**config.mk**
```make
export PLATFORM = sky130hd
export DESIGN_NAME = qbp_ports
export DESIGN_NICKNAME = d
export VERILOG_FILES = /design/src/logic/qbp_sync.v /design/src/logic/qbp_ports.v
export VERILOG_INCLUDE_DIRS = /design/src /design/src/logic
export SDC_FILE = /design/constraint.sdc
export NUM_CORES = 1
export LEC_CHECK = 0
export BUFFER_PORTS_ARGS = -buffer_cell sky130_fd_sc_hd__buf_2
export CAP_MARGIN = 15
export CORE_ASPECT_RATIO = 1.5
export CORE_MARGIN = 4
export CORE_UTILIZATION = 30
export CTS_CLUSTER_DIAMETER = 120
export CTS_CLUSTER_SIZE = 30
export DETAILED_ROUTE_END_ITERATION = 10
export GPL_TIMING_DRIVEN = 0
export HOLD_SLACK_MARGIN = 0.02
export PLACE_DENSITY_LB_ADDON = 0.3
export SKIP_CTS_REPAIR_TIMING = 1
export SLEW_MARGIN = 15
export SYNTH_ARGS = -nofsm -noshare
export SYNTH_HDL_FRONTEND = slang
export SYNTH_SLANG_ARGS = --single-unit
```
**constraint.sdc**
```tcl
create_clock -name clk -period 1.93 [get_ports clk]
set_clock_uncertainty 0.15 [all_clocks]
set_input_delay 0.386 -clock clk [delete_from_list [all_inputs] [get_ports clk]]
set_output_delay 0.386 -clock clk [all_outputs]
set_load 0.005 [all_outputs]
```
**src/logic/qbp_consts.vh**
```
// qbp_consts.vh: constants for the quasi-bidirectional port block
// assumes inclusion by bare name from the design files
`ifndef QBP_CONSTS_VH
`define QBP_CONSTS_VH
`define QBP_BYTE_W 8
`define QBP_P4_W 6
`define QBP_P2_W 4
`define QBP_LATCH_RST8 8'hff
`define QBP_LATCH_RST6 6'h3f
`define QBP_PWM_EN_RST 8'h00
`define QBP_ADC_CON_RST 4'h0
`define QBP_SYNC_RST4 4'hf
`define QBP_OE_RST8 8'h00
`define QBP_OE_RST6 6'h00
`define QBP_OD_LOW8 8'h00
`define QBP_RD_RST 8'h00
`define QBP_SEL_P0 3'h0
`define QBP_SEL_P1 3'h1
`define QBP_SEL_P2 3'h2
`define QBP_SEL_P3 3'h3
`define QBP_SEL_P4 3'h4
`define QBP_SEL_PWM_PIN_ENABLE_REG 3'h5
`define QBP_SEL_ADCC 3'h6
`define QBP_BOOST_CYCLES 1
`endif

```
**src/logic/qbp_sync.v**
```verilog
// qbp_sync.v: two-flop synchroniser for a group of pin inputs
// assumes pins are asynchronous to clk; reset is synchronous active low
`timescale 1ns/100ps
module qbp_sync #(
    parameter W = 8,
    parameter [W-1:0] RST_VAL = {W{1'b1}}
) (
    clk,
    rst_b,
    async_in,
    sync_out
);
    input wire clk;
    input wire rst_b;
    input wire [W-1:0] async_in;
    output reg [W-1:0] sync_out;

    reg [W-1:0] meta_reg;

    // first stage feeds only the second stage
    always @(posedge clk) begin
        if (!rst_b) begin
            meta_reg <= RST_VAL;
            sync_out <= RST_VAL;
        end else begin
            meta_reg <= async_in;
            sync_out <= meta_reg;
        end
    end
endmodule

```
**src/logic/qbp_ports.v**
```verilog
// qbp_ports.v: parallel port block with latches, pin reads and drivers
// assumes the cpu issues one write or read per cycle on the plain ports
// assumes raw pin levels come back on the _in ports, resolved outside
// assumes pwm channel levels are already synchronous to clk
//
// Overview of operation
// - three 8-bit bidirectional ports, 24 pins
// - fourth bidirectional port of 6 bits
// - 4-bit input-only port, no latch
// - each bidirectional pin independently input or output
// - plain read returns latch AND pin
// - read-modify-write reads the latch instead
// - rmw class covers logic, bit, jump ops
// - latch one makes pin an input
// - reset loads ones into all latches
// - asynchronous pin inputs synchronised before use
// - port_zero open-drain, one floats the pin
// - quasi-bidirectional drivers on other ports
// - strong pull-up one clock on latch 0-to-1 on ports one, three and four, except port_one pins under pwm
// - port_one pins carry pwm when enabled
// - port_two pins route to adc channels
// - port_zero has no alternate function
// - port_three alternate inputs gated by latch
`timescale 1ns/100ps
`include "qbp_consts.vh"
module qbp_ports (
    clk,
    rst_b,
    wr_en,
    wr_sel,
    wr_data,
    rd_sel,
    rd_rmw,
    rd_data,
    pwm8_in,
    pwm14_in,
    p0_in,
    p0_oe,
    p0_out,
    p1_in,
    p1_oe,
    p1_out,
    p1_weak_pu,
    p3_in,
    p3_oe,
    p3_out,
    p3_weak_pu,
    p4_in,
    p4_oe,
    p4_out,
    p4_weak_pu,
    p2_in,
    adc_ch_sel,
    p3_alt_in
);
    input wire clk;
    input wire rst_b;
    input wire wr_en;
    input wire [2:0] wr_sel;
    input wire [7:0] wr_data;
    input wire [2:0] rd_sel;
    input wire rd_rmw;
    output reg [7:0] rd_data;
    input wire [5:0] pwm8_in;
    input wire [1:0] pwm14_in;
    input wire [7:0] p0_in;
    output reg [7:0] p0_oe;
    output reg [7:0] p0_out;
    input wire [7:0] p1_in;
    output reg [7:0] p1_oe;
    output reg [7:0] p1_out;
    output reg [7:0] p1_weak_pu;
    input wire [7:0] p3_in;
    output reg [7:0] p3_oe;
    output reg [7:0] p3_out;
    output reg [7:0] p3_weak_pu;
    input wire [5:0] p4_in;
    output reg [5:0] p4_oe;
    output reg [5:0] p4_out;
    output reg [5:0] p4_weak_pu;
    input wire [3:0] p2_in;
    output reg [3:0] adc_ch_sel;
    output reg [7:0] p3_alt_in;

    // output latches and alternate-function controls
    // three byte-wide latches
    reg [7:0] p0_latch_reg;
    reg [7:0] p1_latch_reg;
    reg [7:0] p3_latch_reg;
    reg [5:0] p4_latch_reg;
    reg [7:0] pwm_pin_enable_reg;
    reg [3:0] adc_channel_connect_reg;
    reg [7:0] p0_latch_next;
    reg [7:0] p1_latch_next;
    reg [7:0] p3_latch_next;
    reg [5:0] p4_latch_next;
    reg [7:0] rd_data_next;

    // synchronised pin levels
    wire [7:0] p0_sync;
    wire [7:0] p1_sync;
    wire [7:0] p3_sync;
    wire [5:0] p4_sync;
    wire [3:0] p2_sync;
    wire [7:0] pwm_src;
    wire [7:0] p1_drive;
    wire [7:0] p1_rise;
    wire [7:0] p3_rise;
    wire [5:0] p4_rise;

    // per-pin driver terms and read paths
    wire wr_hit_pwm_pin_enable_reg;
    wire wr_hit_adcc;
    wire [7:0] p1_boost;
    wire [7:0] p3_boost;
    wire [5:0] p4_boost;
    wire [7:0] p0_oe_next;
    wire [7:0] p1_oe_next;
    wire [7:0] p3_oe_next;
    wire [5:0] p4_oe_next;
    wire [7:0] p3_alt_next;
    wire [7:0] p0_pin_rd;
    wire [7:0] p1_pin_rd;
    wire [7:0] p3_pin_rd;
    wire [5:0] p4_pin_rd;
    genvar gi;

    qbp_sync #(.W(8), .RST_VAL(`QBP_LATCH_RST8)) u_sync_p0 (
        .clk(clk),
        .rst_b(rst_b),
        .async_in(p0_in),
        .sync_out(p0_sync)
    );
    qbp_sync #(.W(8), .RST_VAL(`QBP_LATCH_RST8)) u_sync_p1 (
        .clk(clk),
        .rst_b(rst_b),
        .async_in(p1_in),
        .sync_out(p1_sync)
    );
    qbp_sync #(.W(8), .RST_VAL(`QBP_LATCH_RST8)) u_sync_p3 (
        .clk(clk),
        .rst_b(rst_b),
        .async_in(p3_in),
        .sync_out(p3_sync)
    );
    qbp_sync #(.W(6), .RST_VAL(`QBP_LATCH_RST6)) u_sync_p4 (
        .clk(clk),
        .rst_b(rst_b),
        .async_in(p4_in),
        .sync_out(p4_sync)
    );
    qbp_sync #(.W(4), .RST_VAL(`QBP_SYNC_RST4)) u_sync_p2 (
        .clk(clk),
        .rst_b(rst_b),
        .async_in(p2_in),
        .sync_out(p2_sync)
    );

    assign pwm_src = {pwm14_in, pwm8_in};

    // control register write hits
    assign wr_hit_pwm_pin_enable_reg = wr_en && (wr_sel == `QBP_SEL_PWM_PIN_ENABLE_REG);
    assign wr_hit_adcc = wr_en && (wr_sel == `QBP_SEL_ADCC);

    // latch write decode; the cpu has done any rmw itself
    always @* begin
        p0_latch_next = p0_latch_reg;
        p1_latch_next = p1_latch_reg;
        p3_latch_next = p3_latch_reg;
        p4_latch_next = p4_latch_reg;
        if (wr_en) begin
            case (wr_sel)
                `QBP_SEL_P0: p0_latch_next = wr_data;
                `QBP_SEL_P1: p1_latch_next = wr_data;
                `QBP_SEL_P3: p3_latch_next = wr_data;
                `QBP_SEL_P4: p4_latch_next = wr_data[5:0];
                default: p0_latch_next = p0_latch_reg;
            endcase
        end
    end

    // per-pin driver terms from the next latch value, one slice per bit
    generate
        for (gi = 0; gi < `QBP_BYTE_W; gi = gi + 1) begin : g_pin
            assign p1_rise[gi] = p1_latch_next[gi] & ~p1_latch_reg[gi];
            assign p3_rise[gi] = p3_latch_next[gi] & ~p3_latch_reg[gi];
            assign p1_drive[gi] = pwm_pin_enable_reg[gi] ? pwm_src[gi] : p1_latch_next[gi];
            // no strong high while pwm owns the pin
            assign p1_boost[gi] = p1_rise[gi] & ~pwm_pin_enable_reg[gi];
            assign p3_boost[gi] = p3_rise[gi];
            assign p0_oe_next[gi] = ~p0_latch_next[gi];
            assign p1_oe_next[gi] = ~p1_drive[gi] | p1_boost[gi];
            assign p3_oe_next[gi] = ~p3_latch_next[gi] | p3_boost[gi];
            assign p3_alt_next[gi] = p3_sync[gi] | ~p3_latch_reg[gi];
            if (gi < `QBP_P4_W) begin : g_p4
                assign p4_rise[gi] = p4_latch_next[gi] & ~p4_latch_reg[gi];
                assign p4_boost[gi] = p4_rise[gi];
                assign p4_oe_next[gi] = ~p4_latch_next[gi] | p4_boost[gi];
            end
        end
    endgenerate

    assign p0_pin_rd = p0_latch_reg & p0_sync;
    assign p1_pin_rd = p1_latch_reg & p1_sync;
    assign p3_pin_rd = p3_latch_reg & p3_sync;
    assign p4_pin_rd = p4_latch_reg & p4_sync;

    // read mux: rmw sees latches, plain reads see latch and pin
    always @* begin
        rd_data_next = `QBP_RD_RST;
        case (rd_sel)
            `QBP_SEL_P0: rd_data_next = rd_rmw ? p0_latch_reg : p0_pin_rd;
            `QBP_SEL_P1: rd_data_next = rd_rmw ? p1_latch_reg : p1_pin_rd;
            `QBP_SEL_P3: rd_data_next = rd_rmw ? p3_latch_reg : p3_pin_rd;
            `QBP_SEL_P4: rd_data_next = rd_rmw ? {2'h0, p4_latch_reg} : {2'h0, p4_pin_rd};
            `QBP_SEL_P2: rd_data_next = {4'h0, p2_sync};
            `QBP_SEL_PWM_PIN_ENABLE_REG: rd_data_next = pwm_pin_enable_reg;
            `QBP_SEL_ADCC: rd_data_next = {4'h0, adc_channel_connect_reg};
            default: rd_data_next = `QBP_RD_RST;
        endcase
    end

    // port output latches
    always @(posedge clk) begin
        if (!rst_b) begin
            p0_latch_reg <= `QBP_LATCH_RST8;
            p1_latch_reg <= `QBP_LATCH_RST8;
            p3_latch_reg <= `QBP_LATCH_RST8;
            p4_latch_reg <= `QBP_LATCH_RST6;
        end else begin
            p0_latch_reg <= p0_latch_next;
            p1_latch_reg <= p1_latch_next;
            p3_latch_reg <= p3_latch_next;
            p4_latch_reg <= p4_latch_next;
        end
    end

    // alternate-function control registers
    always @(posedge clk) begin
        if (!rst_b) begin
            pwm_pin_enable_reg <= `QBP_PWM_EN_RST;
            adc_channel_connect_reg <= `QBP_ADC_CON_RST;
        end else begin
            if (wr_hit_pwm_pin_enable_reg) begin
                pwm_pin_enable_reg <= wr_data;
            end
            if (wr_hit_adcc) begin
                adc_channel_connect_reg <= wr_data[3:0];
            end
        end
    end

    // registered read data, one cycle after the select
    always @(posedge clk) begin
        if (!rst_b) begin
            rd_data <= `QBP_RD_RST;
        end else begin
            rd_data <= rd_data_next;
        end
    end

    // port_zero and port_one drivers, registered
    always @(posedge clk) begin
        if (!rst_b) begin
            p0_oe <= `QBP_OE_RST8;
            p0_out <= `QBP_OD_LOW8;
            p1_oe <= `QBP_OE_RST8;
            p1_out <= `QBP_LATCH_RST8;
            p1_weak_pu <= `QBP_LATCH_RST8;
        end else begin
            p0_oe <= p0_oe_next;
            p0_out <= `QBP_OD_LOW8;
            p1_oe <= p1_oe_next;
            p1_out <= p1_drive;
            p1_weak_pu <= p1_drive;
        end
    end

    // port_three and port_four drivers, registered
    always @(posedge clk) begin
        if (!rst_b) begin
            p3_oe <= `QBP_OE_RST8;
            p3_out <= `QBP_LATCH_RST8;
            p3_weak_pu <= `QBP_LATCH_RST8;
            p4_oe <= `QBP_OE_RST6;
            p4_out <= `QBP_LATCH_RST6;
            p4_weak_pu <= `QBP_LATCH_RST6;
        end else begin
            p3_oe <= p3_oe_next;
            p3_out <= p3_latch_next;
            p3_weak_pu <= p3_latch_next;
            p4_oe <= p4_oe_next;
            p4_out <= p4_latch_next;
            p4_weak_pu <= p4_latch_next;
        end
    end

    // alternate routing toward the adc and port_three functions
    always @(posedge clk) begin
        if (!rst_b) begin
            adc_ch_sel <= `QBP_ADC_CON_RST;
            p3_alt_in <= `QBP_LATCH_RST8;
        end else begin
            adc_ch_sel <= adc_channel_connect_reg;
            p3_alt_in <= p3_alt_next;
        end
    end
endmodule

```
==> impl_metrics.csv <==
group,metric,value,unit
critical_path,r2r-start,"p3_weak_pu[3]",
route,drc,0,
synthesis,synth.distinct_cells,46,
power_and_ir_drop,power,7.806,mW
placement,hpwl,13050,um
layout,drive_gt1_frac,0.2905,
clock_network,clockBufferDepth,2,
critical_path,worst_setup_path_end_kind,"output port",
clock_network,clk-insertion-delay-late,430,ps
timing,worst_pin_slew,890.4,ps
critical_path,crit_type,"reg2out",
timing,maxSlewHeadroom,0.4018,
grt,grt_pass1_wl,25830,um
floorplanning,core_area,19240,um^2
synthesis,synth_edf_count,0,
critical_path,reg2reg_depth,3,
floorplanning,die_h,179.9,um
timing,period_needed,1657,ps
placement,dpl_cell_area,6975,um^2
synthesis,ys_seq_area_frac,0.5693,
route,drt-vias-per-instance,4.373,
synthesis,netlist_area,5908,um^2
power_and_ir_drop,power_density,985.2,nW/um^2
synthesis,synth_top_area_frac,0.5693,
critical_path,worstPathRequired,1390,ps
floorplanning,rows,62,
route,wire_per_inst,15.80,um
critical_path,cp_slowest_stage_delay,450,ps
timing,hold_slack,14.67,ps
job,drv_cap,0,
power_and_ir_drop,p_leak,3.470,nW
clock_network,htreeDepth,4,
timing,fmax,603.5,MHz
synthesis,synthCells,594,
critical_path,r2r_end,"rd_data[3]",
timing,setup_viol,0,
grt,antenna_found_initial,1,
min_path,hold_path_end,"u_sync_p2.meta_reg[2]",
min_path,min-delay-start,"p2_in[2]",
timing,rsz0062_at_grt,"no",
clock_network,cts_made_buffers,17,
run_status,outcome,"completed",
route,first_pass_iters,4,
grt,grt_pass1_vias,4569,
critical_path,slowest_stage,"dfxtp_1",
floorplanning,start_util,0.3071,
critical_path,path_max_fanout,4,
min_path,hold_depth,2,
critical_path,start_kind,"register",
clock_network,clkTransAtPathRegs,60,ps
min_path,worst_hold_path_type,"in2reg",
floorplanning,top_level_ports,162,
placement,gp_congestion,0.8509,
clock_network,cts.sinks,168,
clock_network,cts_root_buf,"clkbuf_16",
clock_network,cts_tree,"yes",
synthesis,yosys_warnings,0,
timing,finalHoldViolations,0,
layout,finalInstanceArea,7923,um^2
route,wl,16840,um
timing,final.period_utilization,0.8585,
route,drtIter0Drc,247,
route,ant_nets,0,
grt,grt_usage,0.1567,
synthesis,avgSynthCellArea,9.946,um^2
layout,fin_nets,856,
grt,grt_max_degree,17,
critical_path,r2r_slack,550,ps
floorplanning,die_x,122.6,um
grt,gr-total-overflow,0,
synthesis,synth_flop_cell,"dfxtp_1",
critical_path,cp_num_buf_inv,2,
synthesis,synthDominantAreaCellType,"dfxtp_1",
timing,slew_viol_final,0,
synthesis,async_reset_ff_frac,0,
placement,numPortBuffers,144,
synthesis,synth_seq_cells,168,
critical_path,arrival,1120,ps
synthesis,netlist_top_cells_area,"dfxtp_1 57%, nand2b_1 7.2%, nand2_1 5.0%",
layout,area_delta_synth_final,34.10,%
floorplanning,dieArea,22050,um^2
critical_path,cp_cell_sequence,"buf_4, buf_2",
critical_path,critical-path-top-delay-family,"flip-flops",
route,vias,4662,
power_and_ir_drop,ir_worst_vdd,0.0006201,V
report_power, final:
part / switching (mW) / internal (mW)
Clock: 1.50 / 2.11
Combinational: 0.279 / 0.273
Sequential: 0.0527 / 3.59
synthesized netlist by cell type (2+ instances only):
| cell | number |
|---|---|
| dfxtp_1 | 168 |
| o211ai_1 | 11 |
| and3_4 | 6 |
| a21oi_1 | 3 |
| clkbuf_1 | 22 |
| nand2b_1 | 68 |
| nor2b_1 | 23 |
| mux2i_1 | 12 |
| inv_2 | 6 |
| and3_1 | 2 |
| nand3_1 | 8 |
| nand2_1 | 78 |
| buf_2 | 10 |
| a21boi_0 | 8 |
| o22a_1 | 4 |
| buf_4 | 31 |
| nor3_1 | 2 |
| buf_6 | 2 |
| o21ai_0 | 51 |
| o21a_1 | 2 |
| or3_1 | 2 |
| a22o_1 | 2 |
| o211a_1 | 8 |
| nor2_1 | 3 |
| nand3b_1 | 10 |
| and2_1 | 18 |
| a31oi_1 | 9 |
| nand4b_1 | 3 |
| inv_1 | 5 |
cell type report:
class                   instances  area [um^2]
well taps                     256        320.3
repair buffers                176         1041
inverters                      11        41.29
clock inverters                14        185.2
flip-flops and latches        168         3363
plain buffers                  66        391.6
multi-input cells             356         2138
clock buffers                  18        439.2
fillers                      1981        11320
diodes                          1        2.502
worst register-to-register path: stages, from the launching register on:
cell,delay (ps)
dfxtp_1,450
o211ai_1,160
a311o_1,340
a31oi_1,200
through the flow:
step	std cells	utilization	setup slack (ps)	setup TNS, ps
after detailed placement	1001	0.3626	-131.4	-845.6
after global routing	1066	0.4118	167.2	0
after floorplan	601	-	239.0	0
after global placement	1001	0.3626	-158.8	-822.1
after CTS	1033	0.3950	233.1	0
final	1066	0.4118	273.0	0
logic make-up after synthesis:
family	after synthesis	share of synthesized area
mux	12	0.02033
compound gates	104	0.1131
flops	168	0.5693
simple gates	232	0.2234
buf+inv	77	0.07327
other cells	1	0.0006347
metal layers:
layer	routed length [um]	global-route usage
met1	6147	0.1647
met2	9100	0.2850
met3	944	0.03648
met4	651	0.07892
met5	0	0
placed cells by master (no fill, tap or decap), types with 4 or more instances in the layout:
cell type / instances
o211a_1: 8
dfxtp_1: 168
buf_2: 154
nand3_1: 8
nor2b_1: 23
dlygate4sd3_1: 32
nand2b_1: 68
inv_6: 6
mux2i_1: 12
nand2_1: 78
o21ai_0: 51
conb_1: 8
a21boi_0: 8
a31oi_1: 9
clkbuf_1: 22
o211ai_1: 11
buf_4: 31
and3_4: 6
inv_1: 5
inv_2: 6
and2_1: 18
clkbuf_16: 17
nand3b_1: 10
o22a_1: 4
worst max path at each step:
| stage | slack [ps] | to | cells after the start | startpoint |
|---|---|---|---|---|
| floorplan | 240 | p0_latch_reg[0] | 6 | wr_sel[0] |
| global placement | -160 | rd_data[3] | 6 | rd_sel[2] |
| detailed placement | -130 | rd_data[3] | 6 | rd_sel[2] |
| CTS | 230 | p3_weak_pu[3] | 2 | p3_weak_pu[3] |
| global route | 170 | p4_weak_pu[3] | 4 | rst_b |
| finish | 270 | p4_weak_pu[5] | 2 | p4_weak_pu[5] |
No activity file was read; power rests on OpenSTA's default activity.
